--- src/verilog/rx_cfg_regs.svh ---
// Purpose: register numbers, field positions and reset values of the receive configuration bank
// Assumes: registers are addressed by their register number on the management port
// Notes: every field resets to zero; reserved bits are kept as plain storage
`ifndef RX_CFG_REGS_SVH
`define RX_CFG_REGS_SVH

// register numbers on the management port
`define RX_PATH_CONTROL_ADDR 8'h04
`define RX_EQUALIZER_LOS_MODE_ADDR 8'h05
`define RX_THRESHOLD_HYSTERESIS_ADDR 8'h06
`define RX_LOS_ASSERT_LEVEL_ADDR 8'h07
`define RX_CFG_FIRST_ADDR 8'h04
`define RX_CFG_COUNT 4
`define RX_CFG_RESET 8'h00
`define RX_UNMAPPED_READ 8'h00

// path control fields
`define POWERDOWN_BIT 7
`define DRIVER_OFF_BIT 6
`define OUTPUT_INVERT_BIT 5
`define RECOVERY_OFF_BIT 4
`define RECOVERY_BYPASS_BIT 3
`define OFFSET_CANCEL_OFF_BIT 2
`define EQUALIZER_OFF_BIT 1
`define LOSS_RANGE_BIT 0

// equalizer and signal-loss mode fields
`define FAST_LOSS_BIT 3
`define EQ_STRENGTH_MSB 2
`define EQ_STRENGTH_LSB 0

// threshold fields
`define HYSTERESIS_BIT 7
`define SHIFT_DIRECTION_BIT 4
`define SHIFT_MAGNITUDE_MSB 3
`define SHIFT_MAGNITUDE_LSB 0

// assert level field
`define LOSS_LEVEL_MSB 5
`define LOSS_LEVEL_LSB 0

`endif

--- src/verilog/rx_cfg_pkg.sv ---
// Purpose: types shared by the receive configuration bank and its users
// Assumes: nothing beyond the register header
// Notes: the control word is what the analog receive path consumes
package rx_cfg_pkg;

	typedef logic [7:0] cfg_byte_type;

	// decoded controls handed to the receive path
	typedef struct packed {
		logic receive_powerdown;
		logic receive_driver_off;
		logic receive_output_invert;
		logic receive_recovery_off;
		logic receive_recovery_bypass;
		logic receive_offset_cancel_off;
		logic receive_equalizer_off;
		logic signal_loss_range_select;
		logic fast_signal_loss_select;
		logic [2:0] input_equalizer_strength;
		logic hysteresis_reduce;
		logic crosspoint_shift_direction;
		logic [3:0] crosspoint_shift_magnitude;
		logic [5:0] signal_loss_assert_level;
	} rx_ctrl_type;

endpackage

--- src/verilog/rx_path_config_registers.sv ---
// Purpose: four receive path configuration registers with decoded control outputs
// Assumes: management port is synchronous to CLK; transmit bypass bit comes from same-clock logic
// Notes: controls follow the registers one cycle later; CE low freezes every flip-flop while RESETN is high
`timescale 1ns/10ps
`include "rx_cfg_regs.svh"

module rx_path_config_registers (
	input wire logic CLK, // 20 MHz system clock
	input wire logic RESETN, // synchronous reset, active low
	input wire logic CE, // clock enable, freezes all state when low unless RESETN is low
	input wire logic [7:0] REG_ADDR, // register number
	input wire logic REG_WRITE, // write strobe, one cycle
	input wire logic REG_READ, // read strobe, one cycle
	input wire logic [7:0] REG_WDATA, // write data
	input wire logic TX_BYPASS_REQ, // transmit recovery bypass bit from the transmit bank
	output rx_cfg_pkg::cfg_byte_type REG_RDATA, // read data, valid the cycle after REG_READ
	output rx_cfg_pkg::rx_ctrl_type RX_CTRL // decoded receive path controls
);

	rx_cfg_pkg::cfg_byte_type cfg [`RX_CFG_COUNT];
	rx_cfg_pkg::rx_ctrl_type next_ctrl;

	// true when the address falls inside this bank
	function automatic logic addr_hit(input logic [7:0] addr);
		addr_hit = (addr >= `RX_CFG_FIRST_ADDR) &&
			(addr < (`RX_CFG_FIRST_ADDR + 8'(`RX_CFG_COUNT)));
	endfunction

	// index of a register within the bank
	function automatic logic [1:0] addr_index(input logic [7:0] addr);
		logic [7:0] offset;
		offset = addr - `RX_CFG_FIRST_ADDR;
		addr_index = offset[1:0];
	endfunction

	// storage: every bit, reserved ones included, is plain read/write
	genvar gi;
	generate
		for (gi = 0; gi < `RX_CFG_COUNT; gi++) begin : g_cfg
			always_ff @(posedge CLK) begin
				if (!RESETN) begin
					cfg[gi] <= `RX_CFG_RESET;
				end else if (CE && REG_WRITE && addr_hit(REG_ADDR) &&
					addr_index(REG_ADDR) == 2'(gi)) begin
					cfg[gi] <= REG_WDATA;
				end
			end
		end
	endgenerate

	// read path; unmapped numbers read zero so the serial side always has an answer
	always_ff @(posedge CLK) begin
		if (!RESETN) begin
			REG_RDATA <= `RX_UNMAPPED_READ;
		end else if (CE && REG_READ) begin
			if (addr_hit(REG_ADDR)) begin
				REG_RDATA <= cfg[addr_index(REG_ADDR)];
			end else begin
				REG_RDATA <= `RX_UNMAPPED_READ;
			end
		end
	end

	// decode fields into the control word
	always_comb begin
		next_ctrl.receive_powerdown = cfg[0][`POWERDOWN_BIT];
		next_ctrl.receive_driver_off = cfg[0][`DRIVER_OFF_BIT];
		next_ctrl.receive_output_invert = cfg[0][`OUTPUT_INVERT_BIT];
		next_ctrl.receive_recovery_off = cfg[0][`RECOVERY_OFF_BIT];
		// bypass alone would leave the two paths mismatched, so both bits are required
		next_ctrl.receive_recovery_bypass = cfg[0][`RECOVERY_BYPASS_BIT] & TX_BYPASS_REQ;
		next_ctrl.receive_offset_cancel_off = cfg[0][`OFFSET_CANCEL_OFF_BIT];
		next_ctrl.receive_equalizer_off = cfg[0][`EQUALIZER_OFF_BIT];
		next_ctrl.signal_loss_range_select = cfg[0][`LOSS_RANGE_BIT];
		next_ctrl.fast_signal_loss_select = cfg[1][`FAST_LOSS_BIT];
		next_ctrl.input_equalizer_strength =
			cfg[1][`EQ_STRENGTH_MSB:`EQ_STRENGTH_LSB];
		next_ctrl.hysteresis_reduce = cfg[2][`HYSTERESIS_BIT];
		next_ctrl.crosspoint_shift_direction = cfg[2][`SHIFT_DIRECTION_BIT];
		next_ctrl.crosspoint_shift_magnitude =
			cfg[2][`SHIFT_MAGNITUDE_MSB:`SHIFT_MAGNITUDE_LSB];
		next_ctrl.signal_loss_assert_level =
			cfg[3][`LOSS_LEVEL_MSB:`LOSS_LEVEL_LSB];
	end

	// registered controls keep the analog side free of decode glitches
	always_ff @(posedge CLK) begin
		if (!RESETN) begin
			RX_CTRL <= '0;
		end else if (CE) begin
			RX_CTRL <= next_ctrl;
		end
	end
endmodule

--- config.mk ---
export PLATFORM = sky130hd
export DESIGN_NAME = rx_path_config_registers
export DESIGN_NICKNAME = d
export VERILOG_FILES = /design/src/verilog/rx_cfg_pkg.sv /design/src/verilog/rx_path_config_registers.sv
export VERILOG_INCLUDE_DIRS = /design/src /design/src/verilog
export SDC_FILE = /design/constraint.sdc
export NUM_CORES = 1
export LEC_CHECK = 0
export CORE_MARGIN = 2
export CORE_UTILIZATION = 51
export CTS_CLUSTER_SIZE = 20
export DETAILED_ROUTE_END_ITERATION = 12
export DONT_BUFFER_PORTS = 1
export GPL_TIMING_DRIVEN = 0
export PLACE_DENSITY_LB_ADDON = 0.2
export SYNTH_ARGS = -nofsm -noshare
export SYNTH_HDL_FRONTEND = slang
export SYNTH_SLANG_ARGS = --single-unit
--- constraint.sdc ---
create_clock -name CLK -period 1.7 [get_ports CLK]
set_input_delay 0.255 -clock CLK [delete_from_list [all_inputs] [get_ports CLK]]
set_output_delay 0.255 -clock CLK [all_outputs]
set_load 0.01 [all_outputs]
-- Word-level counts from Yosys, hierarchy flattened
Memories as Yosys holds them, arrays and structs flattened. A register that Yosys moved wholly into a read port is not among the register bits.
Index checks and enable logic that the tools add are counted.
- memories: 1
- bits of input ports: 22
- bits in registers: 16
- memory bits (writable): 32
- output and inout port bits: 32
- ROM bits: 0
- word-level logic and storage cells: 51
- latch bits: 0
- order comparisons: 2
- $add $sub $neg: 1
- $mul: 0
- reduce and logical (&&, ||, !) cells: 12
- shift operators: 0
- equal/unequal tests: 3
- multiplexer cells: 18
- bitwise gates (word level): 5
- divide/modulo/power cells: 0
- memory list (name ; depth ; bits a word ; read ports ; clocked after Yosys merged registers in ; write ports ; RTL line ; text):
    cfg ; 4 ; 8 ; 5 ; 3 ; 4 ; rx_path_config_registers.sv:20 ; rx_cfg_pkg::cfg_byte_type cfg [`RX_CFG_COUNT];
- operators by type and width (kind ; number):
    $mux 8 ; 5
    $mux 1 ; 13
    $ge 8x3->1 const B ; 1
    $logic_and 1x1->1 ; 8
    $lt 8x4->1 const B ; 1
    $eq 2x2->1 const B ; 2
    $or 1x1->1 ; 4
    $logic_not 1->1 ; 3
    $eq 2x1->1 const B ; 1
    $logic_not 2->1 ; 1
    $sub 2x1->2 const B ; 1
    $and 1x1->1 ; 1

-- Longest topological paths before layout
Gate-level depths: netlist of run 1.
- depth after elaboration: 8
- mapped depth: 5
- depth with buffers taken out: 3

-- Worst setup path before layout of run 1
No wires, ideal clock.
- path type: input -> register
- start: input port REG_ADDR[5]
- end: memory cfg[0][0] (netlist name), enable pin
- arrival: 1.183 ns
- stages on the path: 3
- library setup time: 0.329 ns
- setup slack: 0.187 ns
- path buffers: 0
- path through: nor4b_4 nand4_2 nand2_1
- RTL lines (what ; RTL line ; text):
    from (decl) ; rx_path_config_registers.sv:11 ; input wire logic [7:0] REG_ADDR,
    to (decl) ; rx_path_config_registers.sv:20 ;

==> out/summary.txt, run 1 <==
Leak -> 1.108 nW
routed vias/inst -> 5.556
worst-case clock buffer depth -> 2
count leader, synth -> nor2_1
global-route met3 utilization -> 7.143%
Pins Over Slew Limit -> 0
fin cells -> 284
Worst setup SP type -> primary input
CP max stage delay -> 0.44 ns
Die Footprint -> 5701 sq um
DRC Markers -> 0
setup bufs post-CTS -> 0
highest fanout seen on the critical path -> 10
post-synth net total -> 220
clock slew at reported path FFs -> 0.07 ns
P&R area growth vs syn -> 12.91%
RSZ-0062 raised after global routing -> no
CP top delay family -> simple AND/OR/NAND/NOR gates
PortBufs -> 0
Die X -> 75.51 microns
Final nets -> 231
Post-CTS Hold Fix Bufs -> 0
worst slack at placement -> -0.2682 ns
n_diodes -> 0
clock root buffer -> clkbuf_8
CP bufs+invs -> 1
Hold Crit Depth -> 2
Max Cap Viol -> 0
top_reg_cell synth -> edfxtp_1
worst-path cell chain -> buf_2 -> and2_0 -> nand4_2 -> nand2_1
GR Util met2 -> 37.68%
grt ovf -> 0
Setup WS post-layout -> 0.1506 ns
drt pass-1 iters -> 4
first-pass GRT wire length -> 8742 microns
Ys Warns -> 0
Commonest cells post-synth -> nor2_1, dfxtp_1, edfxtp_1
layout cells sized above 1 -> 16.36%
Seq cells post-synth -> 64
Distinct cells, synth -> 19
routed length per instance -> 20.37 microns
placed wire-length estimate -> 3929 microns
starting density of the core -> 52.05%
row cnt -> 26
# resized after CTS -> 0
antenna violations before repair -> 0
Die H -> 75.51 microns
grt peak-use layer -> met2
Worst EP arrival -> 1.55 ns
vias in the first global route -> 1656
core area -> 5010 sq um
GR Util All Layers -> 22.44%
top-level I/O count -> 54
final hold slack -> 0.08991 ns
final setup fails -> 0
via count -> 1578
Max Fclk -> 0.6454 GHz
required time worst endpoint -> 1.70 ns
Clock Skew -> 0.006423 ns
Crit Path Class -> in -> reg
Skew-Pair Late Insertion Delay -> 0.34 ns
Post-Syn Area -> 2608 sq um
Synth top area share -> 36.85%
Final ANT Viol Nets -> 0
async set or reset register ratio after synthesis -> 0%
met1 Track Usage GR -> 25.17%
Crit. End Element -> register
Initial DRC Count -> 75
H-tree Lvls -> 3
Post-synth EDFFs -> 32
Post-Syn Instances -> 198
Final Hold Fails -> 0
synth top area cells -> edfxtp_1, dfxtp_1, mux2i_1
worst r2r path cells -> 2
largest net degree at the start of global routing -> 12
total CTS buffers -> 9
Tmin final -> 1.549 ns
Worst-Margin Slew -> 0.5847 ns
CTS tree -> done
DP Cell Count -> 268
Power Dens Cells -> 1202 nW/um^2
final WL -> 5786 microns
Final Cycle Share -> 91.14%
Sink Count -> 64
Worst path slowest cell -> nand2_1
Rel. slew slack -> 61.02%
mean post-synth cell area -> 13.17 sq um
Peak VDD IR -> 0.6655 mV
Crit path depth -> 4
Hold Path Class -> in -> reg
GPL Wtd Cong -> 0.8252
status -> complete, no violations
sequential area share after synthesis -> 61.42%
area leader, netlist -> edfxtp_1
==> cells by family (layout without fill, tap and decap cells) <==
| family | after synthesis | count (layout) | synth area share [%] |
|---|---|---|---|
| flip-flops | 64 | 64 | 61.42 |
| AO/OA/AOI/OAI | 9 | 9 | 3.359 |
| multiplexers | 31 | 31 | 15.88 |
| buffers and inverters | 11 | 27 | 2.351 |
| AND/OR/NAND/NOR | 83 | 83 | 16.99 |
==> worst paths after layout <==
check                      from            to  slack [ns]
hold reg to reg     RX_CTRL[19]   RX_CTRL[19]        0.54
setup / recovery             CE     cfg[0][6]        0.15
setup reg to reg      cfg[2][2]  REG_RDATA[2]        0.42
hold / removal    TX_BYPASS_REQ   RX_CTRL[19]        0.09
==> area by class of cell <==
class / count / area (sq um)
well taps: 70 / 87.58
clock buffers: 10 / 137.6
multi-input cells: 123 / 949.7
clock inverters: 6 / 106.4
plain buffers: 11 / 61.31
fillers: 434 / 2066
flip-flops and latches: 64 / 1602
==> power by group <==
| group | internal [W] | switching [W] | leakage (nW) |
|---|---|---|---|
| logic | 0.0000889 | 0.000112 | 0.421 |
| registers | 0.00169 | 0.0000581 | 0.566 |
| clock network | 0.00101 | 0.000584 | 0.120 |
==> sequential cells by signal, indices dropped and copies added (netlist names) <==
register	flops
cfg	32
RX_CTRL	24
REG_RDATA	8
==> layout by cell type (no fill, tap or decap) <==
cell        count
nor2_1         34
dfxtp_1        32
edfxtp_1       32
nor2b_1        25
mux2i_1        23
nand2_1        11
clkbuf_8       10
a32o_1          8
mux4_2          7
clkbuf_1        5
buf_2           4
nand4_2         4
and3_1          3
bufinv_16       3
buf_6           2
nand2_2         2
nor4b_4         1
and2_0          1
nand2b_1        1
nand3_1         1
a21boi_0        1
mux4_1          1
clkinvlp_4      1
clkinv_1        1
clkinv_2        1
==> routing by layer <==
layer	part of all wire [%]	routed length, microns	vias up
met5	0	0	-
met4	2.5	143	0
met3	7.4	429	12
met2	52	3009	61
met1	38	2203	767
li1	-	-	738
==> through the flow <==
| step | util (%) | power [W] | instance area [sq um] | setup TNS, ns |
|---|---|---|---|---|
| 2_1_floorplan | - | 0.001923 | 2608 | 0 |
| 3_3_place_gp | 53.80 | 0.001972 | 2695 | -5.775 |
| 3_5_place_dp | 53.80 | 0.001984 | 2695 | -7.024 |
| 4_1_cts | 58.67 | 0.003553 | 2939 | 0 |
| 5_1_grt | 58.77 | 0.003643 | 2944 | 0 |
| 6_report | 58.77 | 0.003539 | 2944 | 0 |
Power figures use the tool's default switching activity.
==> inputs of run 2 (changes only) <==
--- a/config.mk
+++ b/config.mk
@@ -6,13 +6,14 @@
 export SDC_FILE = /design/constraint.sdc
 export NUM_CORES = 1
 export LEC_CHECK = 0
+export CORE_ASPECT_RATIO = 0.5
 export CORE_MARGIN = 2
 export CORE_UTILIZATION = 51
 export CTS_CLUSTER_SIZE = 20
 export DETAILED_ROUTE_END_ITERATION = 12
 export DONT_BUFFER_PORTS = 1
 export GPL_TIMING_DRIVEN = 0
-export PLACE_DENSITY_LB_ADDON = 0.2
+export PLACE_DENSITY = 0.66
 export SYNTH_ARGS = -nofsm -noshare
 export SYNTH_HDL_FRONTEND = slang
 export SYNTH_SLANG_ARGS = --single-unit
==> run 2 against run 1 <==
Compared with the run above: utilization shrank 0.27 points; sequential share of layout area grew 1.1 points; clock-buffer cell count grew 1; cell count is the same; clock skew shrank 0.0020 ns; non-clock buffer count is the same; sequential power is essentially flat; highest routed layer unchanged.
==> out/summary.txt, run 2 (synthesized netlist as in run 1, its figures left out) <==
largest registers -> cfg x32, RX_CTRL x24, REG_RDATA x8
via count -> 1565
post-route cell area -> 2885 sq um
layout cells sized above 1 -> 14.49%
top-level I/O count -> 54
Final Cycle Share -> 94.23%
Die Footprint -> 5735 sq um
Worst-Margin Slew -> 0.5539 ns
final WL -> 5725 microns
grt ovf -> 0
Largest register FFs -> 32
Clock Skew -> 0.004423 ns
antenna violations before repair -> 0
CTS tree -> done
setup bufs post-CTS -> 0
Max Cap Viol -> 0
most frequent cells in the layout -> nor2_1, dfxtp_1, edfxtp_1, nor2b_1, mux2i_1
Peak VDD IR -> 0.4797 mV
highest fanout seen on the critical path -> 10
clock root buffer -> clkbuf_8
Leak -> 1.084 nW
Max Fclk -> 0.6243 GHz
worst hold path endpoint -> RX_CTRL[19]
Final Hold Fails -> 0
GR Util All Layers -> 21.93%
Reg2Reg Capture Point -> REG_RDATA[2]
n_diodes -> 0
final hold slack -> 0.08880 ns
worst slack at placement -> -0.2905 ns
drt pass-1 iters -> 4
Setup WS post-layout -> 0.09812 ns
worst-case clock buffer depth -> 2
H-tree Lvls -> 3
commonest non-fill, non-tap cell in the layout -> nor2_1
routed length per instance -> 20.16 microns
Power Dens Cells -> 1117 nW/um^2
Hold Crit Depth -> 2
# resized after CTS -> 0
Crit. End Element -> register
required time worst endpoint -> 1.69 ns
Hold Crit Start -> TX_BYPASS_REQ
Crit Path Class -> in -> reg
row cnt -> 18
total CTS buffers -> 9
Initial DRC Count -> 123
FF-to-FF Start -> cfg[2][2]
Worst EP arrival -> 1.60 ns
P&R area growth vs syn -> 10.65%
Setup TNS Final -> 0 ns
Final nets -> 231
Largest Register -> cfg
Reg2Reg Setup Slack -> 0.44 ns
final setup fails -> 0
RSZ-0062 raised after global routing -> no
clock slew at reported path FFs -> 0.07 ns
Sink Count -> 64
Hold Path Class -> in -> reg
starting density of the core -> 52.87%
Die H -> 54.56 microns
Tmin final -> 1.602 ns
Die X -> 105.1 microns
worst r2r path cells -> 2
routed vias/inst -> 5.511
largest net degree at the start of global routing -> 11
Rel. slew slack -> 63.07%
first-pass GRT wire length -> 8611 microns
Skew-Pair Late Insertion Delay -> 0.34 ns
status -> complete, no violations
Post-CTS Hold Fix Bufs -> 0
GPL Wtd Cong -> 0.7630
Pins Over Slew Limit -> 0
placed wire-length estimate -> 3958 microns
Final Util -> 58.50%
vias in the first global route -> 1490
placed cell areas -> 2695 sq um
Worst setup SP type -> primary input
Final ANT Viol Nets -> 0
core area -> 4932 sq um
DRC Markers -> 0
PortBufs -> 0
-- run 2: worst max-delay path by stage --
stage,from,endpoint,slack [ns]
floorplan,REG_ADDR[5],cfg[0][0],0.19
global placement,CE,cfg[1][6],-0.24
detailed placement,CE,cfg[0][7],-0.29
CTS,CE,cfg[0][0],0.06
global route,CE,cfg[1][3],0.01
finish,CE,cfg[1][7],0.1
-- run 2: report_power, final --
part | leakage (nW) | switching, W | internal (W) | total (W)
Clock | 0.0958 | 0.000573 | 0.000700 | 0.00127
Sequential | 0.566 | 0.0000594 | 0.00169 | 0.00175
Combinational | 0.421 | 0.000110 | 0.0000886 | 0.000199
Total | 1.08 | 0.000742 | 0.00248 | 0.00322
-- run 2: cell type report --
type,instances,area (sq um)
multi-input combinational,123,947.2
fill,399,2047
clock inverter,5,46.29
tap,70,87.58
buffer,11,61.31
sequential,64,1602
clock buffer,11,141.4
-- run 2: critical path, stage by stage --
cell and delay (ns):
buf_2 0.25, and2_0 0.29, nand4_2 0.33, nand2_1 0.47
-- run 2: layer usage --
layer	GRT usage, %	up-vias	wire, microns
li1	-	741	-
met1	29.11	761	2637
met2	33.23	54	2550
met3	8.571	9	469
met4	8.222	0	68
met5	0	-	0
-- run 2: metrics by stage --
stage | power, W | std cells
2_1_floorplan | 0.001923 | 198
3_3_place_gp | 0.001975 | 268
3_5_place_dp | 0.001984 | 268
4_1_cts | 0.003227 | 284
5_1_grt | 0.003309 | 284
6_report | 0.003222 | 284
==> inputs of run 3 (changes only) <==
--- a/config.mk
+++ b/config.mk
@@ -13,7 +13,7 @@
 export DETAILED_ROUTE_END_ITERATION = 12
 export DONT_BUFFER_PORTS = 1
 export GPL_TIMING_DRIVEN = 0
-export PLACE_DENSITY = 0.66
+export PLACE_DENSITY_LB_ADDON = 0.3
 export SYNTH_ARGS = -nofsm -noshare
 export SYNTH_HDL_FRONTEND = slang
 export SYNTH_SLANG_ARGS = --single-unit
==> run 3 against run 2 <==
Compared with the run above: global-route usage rose by 0.22 points; critical path depth did not move; largest power group unchanged; sequential share of layout area fell by 1.0 points; combinational power barely moved; critical path type unchanged; die area did not move; utilization rose by 1.1 points; critical endpoint is now cfg[2][4]; worst hold slack improved by 0.011 ns; largest cell class unchanged; non-clock buffer count did not move; clock-buffer cell count fell by 2; design area rose by 1.9%; routed wire length fell by 0.93%.
==> out/summary.txt, run 3 (synthesized netlist as in run 1, its figures left out) <==
Post-CTS Hold Fix Bufs -> 0
vias in the first global route -> 1583
Initial DRC Count -> 114
Skew-Pair Late Insertion Delay -> 0.34 ns
Rel. slew slack -> 60.38%
most frequent cells in the layout -> nor2_1, dfxtp_1, edfxtp_1, nor2b_1, mux2i_1
commonest non-fill, non-tap cell in the layout -> nor2_1
Die Footprint -> 5735 sq um
clock root buffer -> clkbuf_8
Hold Path Class -> in -> reg
clock slew at reported path FFs -> 0.07 ns
layout cells sized above 1 -> 15.89%
final setup fails -> 0
Largest register FFs -> 32
Pins Over Slew Limit -> 0
grt peak-use layer -> met2
Seq pwr share -> 49.6%
Final Util -> 59.59%
Final ANT Viol Nets -> 0
Reg2Reg Setup Slack -> 0.46 ns
Crit Path Class -> in -> reg
fin cells -> 284
antenna violations before repair -> 0
Worst-Margin Slew -> 0.5944 ns
setup bufs post-CTS -> 0
row cnt -> 18
worst-path cell chain -> buf_2 -> and2_0 -> nand4_2 -> nand2_1
Power Dens Cells -> 1200 nW/um^2
Tmin final -> 1.609 ns
GR Util All Layers -> 22.15%
starting density of the core -> 52.87%
n_diodes -> 0
total CTS buffers -> 9
combinational share of power -> 5.7%
largest registers -> cfg x32, RX_CTRL x24, REG_RDATA x8
RSZ-0062 raised after global routing -> no
global-route met3 utilization -> 11.55%
routed length per instance -> 19.97 microns
Final Hold Fails -> 0
routed vias/inst -> 5.574
placed wire-length estimate -> 3946 microns
required time worst endpoint -> 1.70 ns
Max Cap Viol -> 0
final WL -> 5672 microns
CP top delay family -> simple AND/OR/NAND/NOR gates
Internal Power -> 0.002750 W
GR Util met2 -> 37.12%
met1 Track Usage GR -> 24.54%
CP max stage delay -> 0.46 ns
H-tree Lvls -> 3
DRC Markers -> 0
status -> complete, no violations
drt pass-1 iters -> 4
Final nets -> 231
core area -> 4932 sq um
via count -> 1583
Sink Count -> 64
first-pass GRT wire length -> 8618 microns
Die H -> 54.56 microns
Final Cycle Share -> 94.63%
worst-case clock buffer depth -> 2
CP bufs+invs -> 1
Leak -> 1.095 nW
Worst path slowest cell -> nand2_1
GPL Wtd Cong -> 0.7849
Worst EP arrival -> 1.61 ns
largest net degree at the start of global routing -> 13
grt ovf -> 0
Peak VDD IR -> 0.4738 mV
Clock Skew -> 0.004829 ns
PortBufs -> 0
P_sw -> 0.0007761 W
Die X -> 105.1 microns
DP Cell Count -> 268
P&R area growth vs syn -> 12.72%
top-level I/O count -> 54
CTS tree -> done
Switching Share -> 22.01%
Max Fclk -> 0.6216 GHz
Clock power frac -> 44.8%
Worst setup SP type -> primary input
Largest Register -> cfg
# resized after CTS -> 0
highest fanout seen on the critical path -> 10
Crit. End Element -> register
[run 3: cell count changes in the layout (fill, tap and decap cells not counted), sizes merged]
| cell | before | now |
|---|---|---|
| clkbuf | 16 | 14 |
| clkinv | 4 | 0 |
| clkinvlp | 0 | 4 |
| bufinv | 1 | 3 |
[run 3: path summary, 6_finish.rpt]
kind | from | end | cells past startpoint
worst max register to register | cfg[0][2] | REG_RDATA[2] | 2
worst min register to register | cfg[3][2] | RX_CTRL[2] | 2
worst min-delay path | TX_BYPASS_REQ | RX_CTRL[19] | 2
worst max-delay path | CE | cfg[2][4] | 4
[run 3: power groups by stage]
stage / clock, W / sequential (W) / combinational, W
2_1_floorplan: 0 / 0.00177 / 0.000158
3_3_place_gp: 0 / 0.00178 / 0.000192
3_5_place_dp: 0 / 0.00178 / 0.000199
4_1_cts: 0.00159 / 0.00175 / 0.000200
5_1_grt: 0.00165 / 0.00176 / 0.000217
6_report: 0.00158 / 0.00175 / 0.000199
[run 3: metrics by stage]
step / TNS, ns / hold slack, ns / worst slack [ns] / total power (W) / cell area [sq um]
finish: 0 / 0.09968 / 0.09128 / 0.003526 / 2939
global placement: -6.063 / 0.4364 / -0.2156 / 0.001972 / 2695
CTS: 0 / 0.09090 / 0.09696 / 0.003543 / 2939
global route: 0 / 0.09429 / 0.008534 / 0.003621 / 2939
detailed placement: -6.742 / 0.4479 / -0.2380 / 0.001983 / 2695
floorplan: 0 / 0.4292 / 0.1870 / 0.001923 / 2608
[run 3: area by class of cell]
| cell class | instances | area [sq um] |
|---|---|---|
| sequential | 64 | 1602 |
| clock buffer | 9 | 123.9 |
| multi-input combinational | 123 | 944.7 |
| clock inverter | 7 | 120.1 |
| buffer | 11 | 61.31 |
| tap | 70 | 87.58 |
| fill | 379 | 1993 |
[run 3: per-layer routing]
metal	wire length [microns]	part of all wire, %
met1	2315	41
met2	2750	48
met3	473	8.3
met4	131	2.3
met5	0	0
